File: config.mk
export PLATFORM = sky130hd
export DESIGN_NAME = bit_rotate_unit
export DESIGN_NICKNAME = d
export VERILOG_FILES = /design/src/design/bit_rotate_pkg.sv /design/src/design/bit_rotate_unit.sv /design/src/design/rot_slice.sv
export SDC_FILE = /design/constraint.sdc
export NUM_CORES = 1
export LEC_CHECK = 0
export BUFFER_PORTS_ARGS = -buffer_cell sky130_fd_sc_hd__buf_2
export CORE_MARGIN = 3
export CORE_UTILIZATION = 50
export CTS_BUF_LIST = sky130_fd_sc_hd__clkbuf_2
export DETAILED_ROUTE_END_ITERATION = 7
export GPL_ROUTABILITY_DRIVEN = 1
export PLACE_DENSITY = 0.68
export SYNTH_ARGS = -nofsm -noshare
export SYNTH_HDL_FRONTEND = slang
export SYNTH_SLANG_ARGS = --single-unit
File: constraint.sdc
create_clock -name clk -period 7.7 [get_ports clk]
set_input_delay 0.77 -clock clk [delete_from_list [all_inputs] [get_ports clk]]
set_output_delay 0.77 -clock clk [all_outputs]
set_load 0.005 [all_outputs]
File: src/design/bit_rotate_pkg.sv
// Constants, field layout and carrier types of the rotate unit.
// Assumes one core clock; the decoder and register file share it.
package bit_rotate_pkg;

   localparam int DATA_W = 32;
   localparam int WORD_W = 16;
   localparam int BYTE_W = 8;
   localparam int OPC_W = 16;
   localparam int CNT_W = 6;
   localparam int IDX_W = 3;
   localparam int ADDR_W = 4;

   // Opcode field positions.
   localparam int OPC_GRP_HI = 15;
   localparam int OPC_GRP_LO = 12;
   localparam int OPC_CNT_HI = 11;
   localparam int OPC_CNT_LO = 9;
   localparam int OPC_DIR = 8;
   localparam int OPC_SIZE_HI = 7;
   localparam int OPC_SIZE_LO = 6;
   localparam int OPC_IR = 5;
   localparam int OPC_TYPE_HI = 4;
   localparam int OPC_TYPE_LO = 3;
   localparam int OPC_MODE_HI = 5;
   localparam int OPC_MODE_LO = 3;
   localparam int OPC_REG_HI = 2;
   localparam int OPC_REG_LO = 0;

   // Opcode field values.
   localparam logic [3:0] GRP_SHIFT = 4'he;
   localparam logic [1:0] REG_TYPE_ROT = 2'h3;
   localparam logic [2:0] MEM_TYPE_ROT = 3'h3;
   localparam logic [1:0] SIZE_BYTE = 2'h0;
   localparam logic [1:0] SIZE_WORD = 2'h1;
   localparam logic [1:0] SIZE_LONG = 2'h2;
   localparam logic [1:0] SIZE_MEM = 2'h3;
   localparam logic DIR_RIGHT = 1'b0;
   localparam logic DIR_LEFT = 1'b1;
   localparam logic IR_IMM = 1'b0;
   localparam logic IR_REG = 1'b1;
   localparam logic [2:0] IMM_ZERO = 3'h0;
   localparam logic [CNT_W-1:0] IMM_ZERO_CNT = 6'h08;
   localparam logic [CNT_W-1:0] MEM_CNT = 6'h01;

   // Effective address modes and registers of the memory form.
   localparam logic [2:0] EA_IND = 3'h2;
   localparam logic [2:0] EA_POSTINC = 3'h3;
   localparam logic [2:0] EA_PREDEC = 3'h4;
   localparam logic [2:0] EA_DISP = 3'h5;
   localparam logic [2:0] EA_INDEX = 3'h6;
   localparam logic [2:0] EA_EXT = 3'h7;
   localparam logic [2:0] EA_ABS_W = 3'h0;
   localparam logic [2:0] EA_ABS_L = 3'h1;

   // Register port map.
   localparam logic [ADDR_W-1:0] OFS_CTRL = 4'h0;
   localparam logic [ADDR_W-1:0] OFS_STATUS = 4'h4;
   localparam logic [ADDR_W-1:0] OFS_OPCNT = 4'h8;
   localparam int CTRL_EN_BIT = 0;
   localparam logic CTRL_EN_RESET = 1'b1;
   localparam int ST_C_BIT = 0;
   localparam int ST_V_BIT = 1;
   localparam int ST_Z_BIT = 2;
   localparam int ST_N_BIT = 3;
   localparam int ST_ILL_BIT = 4;
   localparam int ST_BUSY_BIT = 5;

   typedef struct packed {
      logic n;
      logic z;
      logic v;
      logic c;
   } flags_s;

   typedef struct packed {
      logic valid;
      logic [OPC_W-1:0] opcode;
      logic [DATA_W-1:0] dreg;
      logic [DATA_W-1:0] creg;
      logic [WORD_W-1:0] mem;
   } rot_req_s;

   typedef struct packed {
      logic valid;
      logic illegal;
      logic reg_we;
      logic mem_we;
      logic flags_we;
      logic [IDX_W-1:0] reg_idx;
      logic [DATA_W-1:0] data;
      flags_s flags;
   } rot_rsp_s;

   typedef struct packed {
      logic [ADDR_W-1:0] addr;
      logic [DATA_W-1:0] wdata;
      logic wr;
      logic rd;
   } bus_req_s;

   typedef enum logic [2:0] {
      ST_IDLE = 3'b001,
      ST_EXEC = 3'b010,
      ST_DONE = 3'b100
   } fsm_e;

   typedef struct packed {
      fsm_e fsm;
      rot_req_s req;
      rot_rsp_s rsp;
      logic en;
      flags_s last_flags;
      logic last_ill;
      logic [DATA_W-1:0] opcnt;
      logic [DATA_W-1:0] rdata;
   } state_s;

endpackage

File: src/design/bit_rotate_unit.sv
// Rotate-without-extend datapath with its opcode decode and a small register port.
// Assumes the decoder hands in the opcode with the destination register, the count
// register and the memory word already fetched, all on the core clock.
//
// Overview of operation
// - An immediate count field of zero means eight positions, one to seven mean themselves.
// - A register count is the named data register taken modulo 64.
// - Direction bit zero rotates right and one rotates left, for register and memory forms.
// - Size code 00 is byte, 01 is word and 10 is long for register rotates.
// - Count-source bit zero picks the immediate count and one picks the register count.
// - A left rotate sends each bit leaving the top into carry and back in at the bottom.
// - A right rotate sends each bit leaving the bottom into carry and back in at the top.
// - The extend flag is neither read nor changed by any form of this rotate.
// - Negative follows the result's top bit at the selected width.
// - Zero is set only for an all-zero result at that width and overflow is always cleared.
// - Carry takes the last bit rotated out and is cleared for an effective count of zero.
// - The memory form rotates a word operand by exactly one position.
// - The memory form accepts only memory alterable addressing modes.
// - The register form writes the result back into the same register at the selected width.
//
// Chosen here: the strobed register port and the register addresses.
`timescale 1ns/1ps
`default_nettype none
module bit_rotate_unit (
   input wire logic clk,
   input wire logic arst_n,
   input wire bit_rotate_pkg::rot_req_s req,
   output logic req_ready,
   output bit_rotate_pkg::rot_rsp_s rsp,
   input wire bit_rotate_pkg::bus_req_s bus,
   output logic [bit_rotate_pkg::DATA_W-1:0] bus_rdata
);
   import bit_rotate_pkg::*;

   localparam state_s STATE_RESET = '{
      fsm: ST_IDLE,
      req: '0,
      rsp: '0,
      en: CTRL_EN_RESET,
      last_flags: '0,
      last_ill: 1'b0,
      opcnt: '0,
      rdata: '0
   };

   state_s st_reg;
   state_s st_next;

   logic [OPC_W-1:0] opc;
   logic [1:0] size;
   logic is_grp;
   logic is_mem;
   logic is_reg;
   logic ea_ok;
   logic left;
   logic [CNT_W-1:0] imm_cnt;
   logic [CNT_W-1:0] reg_cnt;
   logic [CNT_W-1:0] amount;
   logic [WORD_W-1:0] word_in;
   logic [BYTE_W-1:0] r8;
   logic [WORD_W-1:0] r16;
   logic [DATA_W-1:0] r32;
   logic c8;
   logic c16;
   logic c32;
   logic [DATA_W-1:0] wb_data;
   flags_s fl;
   logic legal;

   // Decode works on the latched request, so the inputs may change after acceptance.
   assign opc = st_reg.req.opcode;
   assign size = opc[OPC_SIZE_HI:OPC_SIZE_LO];
   assign is_grp = opc[OPC_GRP_HI:OPC_GRP_LO] == GRP_SHIFT;
   assign is_mem = is_grp && (opc[OPC_CNT_HI:OPC_CNT_LO] == MEM_TYPE_ROT)
                   && (size == SIZE_MEM);
   assign is_reg = is_grp && (opc[OPC_TYPE_HI:OPC_TYPE_LO] == REG_TYPE_ROT)
                   && (size != SIZE_MEM);
   assign left = opc[OPC_DIR] == DIR_LEFT;

   always_comb begin
      case (opc[OPC_MODE_HI:OPC_MODE_LO])
         EA_IND, EA_POSTINC, EA_PREDEC, EA_DISP, EA_INDEX: begin
            ea_ok = 1'b1;
         end
         EA_EXT: begin
            ea_ok = (opc[OPC_REG_HI:OPC_REG_LO] == EA_ABS_W)
                    || (opc[OPC_REG_HI:OPC_REG_LO] == EA_ABS_L);
         end
         default: begin
            ea_ok = 1'b0;
         end
      endcase
   end

   assign legal = is_reg || (is_mem && ea_ok);

   always_comb begin
      if (opc[OPC_CNT_HI:OPC_CNT_LO] == IMM_ZERO) begin
         imm_cnt = IMM_ZERO_CNT;
      end else begin
         imm_cnt = {3'h0, opc[OPC_CNT_HI:OPC_CNT_LO]};
      end
   end

   // Only the low six bits matter, which is the reduction modulo 64.
   assign reg_cnt = st_reg.req.creg[CNT_W-1:0];

   always_comb begin
      if (is_mem) begin
         amount = MEM_CNT;
      end else if (opc[OPC_IR] == IR_REG) begin
         amount = reg_cnt;
      end else begin
         amount = imm_cnt;
      end
   end

   assign word_in = is_mem ? st_reg.req.mem : st_reg.req.dreg[WORD_W-1:0];

   // One slice per width keeps each rotate a short shift; the cost is three small rotators.
   rot_slice #(
      .W(BYTE_W)
   ) u_rot8 (
      .operand(st_reg.req.dreg[BYTE_W-1:0]),
      .amount(amount),
      .left(left),
      .result(r8),
      .carry(c8)
   );

   rot_slice #(
      .W(WORD_W)
   ) u_rot16 (
      .operand(word_in),
      .amount(amount),
      .left(left),
      .result(r16),
      .carry(c16)
   );

   rot_slice #(
      .W(DATA_W)
   ) u_rot32 (
      .operand(st_reg.req.dreg),
      .amount(amount),
      .left(left),
      .result(r32),
      .carry(c32)
   );

   // Width select; upper bits of the register outside the width are kept.
   always_comb begin
      wb_data = st_reg.req.dreg;
      fl = '0;
      if (is_mem) begin
         wb_data = {{(DATA_W-WORD_W){1'b0}}, r16};
         fl.n = r16[WORD_W-1];
         fl.z = r16 == '0;
         fl.c = c16;
      end else begin
         case (size)
            SIZE_BYTE: begin
               wb_data = {st_reg.req.dreg[DATA_W-1:BYTE_W], r8};
               fl.n = r8[BYTE_W-1];
               fl.z = r8 == '0;
               fl.c = c8;
            end
            SIZE_WORD: begin
               wb_data = {st_reg.req.dreg[DATA_W-1:WORD_W], r16};
               fl.n = r16[WORD_W-1];
               fl.z = r16 == '0;
               fl.c = c16;
            end
            SIZE_LONG: begin
               wb_data = r32;
               fl.n = r32[DATA_W-1];
               fl.z = r32 == '0;
               fl.c = c32;
            end
            default: begin
               wb_data = st_reg.req.dreg;
            end
         endcase
      end
      // A zero count rotates by nothing, so the operand comes back as it went in.
      if (amount == '0) begin
         wb_data = st_reg.req.dreg;
      end
      fl.v = 1'b0;
   end

   always_comb begin
      st_next = st_reg;
      st_next.rsp.valid = 1'b0;
      st_next.rdata = '0;

      case (st_reg.fsm)
         ST_IDLE: begin
            if (req.valid && st_reg.en) begin
               st_next.req = req;
               st_next.fsm = ST_EXEC;
            end
         end
         ST_EXEC: begin
            st_next.rsp.valid = 1'b1;
            st_next.rsp.illegal = !legal;
            st_next.rsp.reg_we = is_reg;
            st_next.rsp.mem_we = is_mem && ea_ok;
            // The flag port carries no extend bit, so the core keeps its own value.
            st_next.rsp.flags_we = legal;
            st_next.rsp.reg_idx = opc[OPC_REG_HI:OPC_REG_LO];
            st_next.rsp.data = legal ? wb_data : '0;
            st_next.rsp.flags = legal ? fl : '0;
            st_next.last_ill = !legal;
            if (legal) begin
               st_next.last_flags = fl;
               st_next.opcnt = st_reg.opcnt + 32'h1;
            end
            st_next.fsm = ST_DONE;
         end
         ST_DONE: begin
            st_next.fsm = ST_IDLE;
         end
         default: begin
            st_next.fsm = ST_IDLE;
         end
      endcase

      // Register port; a write to the counter clears it and loses a count
      // completed in the same cycle, which software should avoid.
      if (bus.wr) begin
         case (bus.addr)
            OFS_CTRL: begin
               st_next.en = bus.wdata[CTRL_EN_BIT];
            end
            OFS_OPCNT: begin
               st_next.opcnt = '0;
            end
            default: begin
               st_next.en = st_reg.en;
            end
         endcase
      end
      if (bus.rd) begin
         case (bus.addr)
            OFS_CTRL: begin
               st_next.rdata[CTRL_EN_BIT] = st_reg.en;
            end
            OFS_STATUS: begin
               st_next.rdata[ST_C_BIT] = st_reg.last_flags.c;
               st_next.rdata[ST_V_BIT] = st_reg.last_flags.v;
               st_next.rdata[ST_Z_BIT] = st_reg.last_flags.z;
               st_next.rdata[ST_N_BIT] = st_reg.last_flags.n;
               st_next.rdata[ST_ILL_BIT] = st_reg.last_ill;
               st_next.rdata[ST_BUSY_BIT] = st_reg.fsm != ST_IDLE;
            end
            OFS_OPCNT: begin
               st_next.rdata = st_reg.opcnt;
            end
            default: begin
               st_next.rdata = '0;
            end
         endcase
      end
   end

   always_ff @(posedge clk or negedge arst_n) begin
      if (!arst_n) begin
         st_reg <= STATE_RESET;
      end else begin
         st_reg <= st_next;
      end
   end

   assign req_ready = (st_reg.fsm == ST_IDLE) && st_reg.en;
   assign rsp = st_reg.rsp;
   assign bus_rdata = st_reg.rdata;
endmodule
`default_nettype wire

File: src/design/rot_slice.sv
// Rotator of one operand width, without any extend bit in the loop.
// Assumes W is a power of two; the amount is already reduced modulo 64.
`timescale 1ns/1ps
`default_nettype none
module rot_slice #(
   parameter int W = 8
) (
   input wire logic [W-1:0] operand,
   input wire logic [5:0] amount,
   input wire logic left,
   output logic [W-1:0] result,
   output logic carry
);
   localparam int SW = $clog2(W);

   logic [SW-1:0] sh;
   logic [2*W-1:0] dbl;
   logic [2*W-1:0] lsh;
   logic [2*W-1:0] rsh;

   // A doubled copy turns a rotate into a plain shift of one window.
   assign sh = amount[SW-1:0];
   assign dbl = {operand, operand};
   assign lsh = dbl << sh;
   assign rsh = dbl >> sh;

   always_comb begin
      if (left) begin
         result = lsh[2*W-1:W];
         carry = result[0];
      end else begin
         result = rsh[W-1:0];
         carry = result[W-1];
      end
      if (amount == 6'h00) begin
         carry = 1'b0;
      end
   end
endmodule
`default_nettype wire

==> impl_metrics.json <==
{
  "outcome": "finished, violations left",
  "grt_pass1_vias": 15559,
  "cts_tree": "yes",
  "synthFlopType": "dfrtp_1",
  "final_nets": 2037,
  "drive_gt1_share_pct": 19.3,
  "required_ns": 8.60,
  "cts.sinks": 184,
  "rows": 63,
  "initial_utilization_pct": 51.1,
  "syn_to_final_growth_pct": 6.33,
  "ios": 214,
  "crit_path_max_incr_delay_ns": 0.99,
  "critical_path_class": "reg2reg",
  "worst_path_max_delay_cell": "nor3_4",
  "die_width_um": 180,
  "avgSynthCellArea_um2": 8.08,
  "fin_skew_ns": 0.111,
  "cts_buffers": 17,
  "clk_path_buf_depth": 2,
  "via_per_inst": 7.16,
  "gp_congestion": 1.07,
  "worst_hold_slack_ns": 0.0448,
  "grt_pass1_wl_um": 100000,
  "syn_area_um2": 15200,
  "vias": 16489,
  "post-place-ws_ns": 2.35,
  "crit_path_start_kind": "flip-flop",
  "critical_path_buf_inv_count": 0,
  "crit_fanout": 12,
  "synth_edf_count": 0,
  "drt_iter0_drc": 2613,
  "syn_nets": 2023,
  "cap_violations": 0,
  "maxSlewHeadroom_pct": 20.8,
  "post-route-drc-count": 12,
  "violations": "DRC",
  "grt_antenna_before_repair": 3,
  "min_path_type": "in2reg",
  "fin_crit_ns": 5.66,
  "synth_seq_cells": 184,
  "cts-root-buf": "clkbuf_2",
  "end_kind": "flip-flop",
  "syn_inst": 1884,
  "clk_pin_slew_worst_paths_ns": 0.30,
  "grt_max_degree": 112,
  "portBuffers": 155,
  "die_h_um": 180,
  "mostFrequentLayoutCell": "nand2_1",
  "grt-ovfl-total": 0,
  "grt_setup_unrepaired": "false",
  "crit_path_frequent_cell": "nand4b_1",
  "synth_warnings": 0,
  "finalSetupViolations": 0,
  "cp_data_arrival_time_ns": 6.56,
  "fin_ws_ns": 2.04,
  "hold_viol_final": 0,
  "fin_crit_sh_pct": 73.5,
  "largest_register_ffs": 88,
  "cts_setup_buffers": 0,
  "crit_chain": "nand4b_1, nor3_4, nor2_1, o21ai_0, mux2i_1, mux2_2, and2_1, nor4b_1, nand4b_1, nor4_1, or2_1",
  "drv_slew": 0,
  "worstMarginPinSlew_ns": 1.19,
  "wl_per_cell_um": 29.6,
  "synth_seq_area_share_pct": 30.3,
  "ys_types": 89,
  "wirelength_um": 68300,
  "dp_hpwl_um": 49700,
  "final_antenna_net_count": 0,
  "core_area_um2": 29800,
  "clock_latency_ns": 1.00,
  "most-common-layout-cells": "nand2_1, dfrtp_1, buf_2",
  "first_pass_iters": 8,
  "critPathTopFamily": "simple AND/OR/NAND/NOR gates",
  "timing.setup.tns_ns": 0,
  "fmax_ghz": 0.177,
  "cts.htree.levels": 4,
  "final_core_utilization_pct": 54.3,
  "track_usage_pct": 40.5,
  "async_reset_ff_share_pct": 100,
  "die_area_um2": 32600
}
cell families after synthesis:
kind of cell,share of synthesized area [%]
other cells,0.0246
buf+inv,9.02
simple gates,19.9
xor+xnor,1.38
flops,30.3
mux,11.4
fa+ha+maj,0.164
compound gates,27.9
synth_stat cells (44+ instances only):
master | n | share of area [%]
nand2_1 | 249 | 6.1
dfrtp_1 | 182 | 30
o21ai_0 | 138 | 4.5
a21oi_1 | 135 | 4.4
nor2_1 | 126 | 3.1
clkbuf_1 | 93 | 2.3
buf_4 | 84 | 4.1
mux2_2 | 67 | 5.0
mux2i_1 | 65 | 4.3
nand3_1 | 62 | 2.0
o211ai_1 | 45 | 2.2
buf_2 | 44 | 1.4
per-layer routing:
metal	wire length (µm)	GRT usage (%)
met1	26100	52.9
met2	29200	62.3
met3	8360	10.8
met4	4500	20.0
met5	53	0.741
worst register-to-register path, stage by stage, from the launching register on:
cell and delay (ns):
dfrtp_1 0.45, nand4b_1 0.78, nor3_4 0.99, nor2_1 0.40, o21ai_0 0.65, mux2i_1 0.35
mux2_2 0.36, and2_1 0.17, nor4b_1 0.65, nand4b_1 0.17, nor4_1 0.53, or2_1 0.17
what timing repair did:
item,4_1_cts,5_1_grt
endpoints found under the hold margin,132,0
hold buffers,24,0
gates resized for setup,0,0
area by class of cell:
| type | count | area [µm²] |
|---|---|---|
| Tap cell | 390 | 488 |
| Clock buffer | 17 | 85.1 |
| Multi-Input combinational cell | 1437 | 9300 |
| Timing Repair Buffer | 230 | 1420 |
| Clock inverter | 15 | 173 |
| Antenna cell | 1 | 2.50 |
| Sequential cell | 184 | 4610 |
| Fill cell | 2844 | 13600 |
| Inverter | 28 | 105 |
stage by stage:
step                cells  instance area (µm²)
finish               2302                16200
global route         2302                16200
floorplan            1884                15200
detailed placement   2245                15700
CTS                  2301                16200
global placement     2245                15700
final timing paths:
| check | cells after the start | slack, ns | from | to |
|---|---|---|---|---|
| hold / removal | 3 | 0.04 | req[90] | opc[10]$_DFFE_PN0P_ |
| max in group asynchronous | 3 | 5.75 | arst_n | st_reg[118]$_DFFE_PN0P_ |
| setup reg to reg | 11 | 2.04 | opc[12]$_DFFE_PN0P_ | rsp[2]$_DFFE_PN0P_ |
| min in group asynchronous | 2 | 0.44 | arst_n | rsp[7]$_DFFE_PN0P_ |
| setup / recovery | 11 | 2.04 | opc[12]$_DFFE_PN0P_ | rsp[2]$_DFFE_PN0P_ |
| hold reg to reg | 2 | 0.51 | rsp[39]$_DFFE_PN0P_ | rsp[39]$_DFFE_PN0P_ |
Power is not shown: default switching activity piles up to over one toggle a cycle in this logic, so the estimate is an artifact.
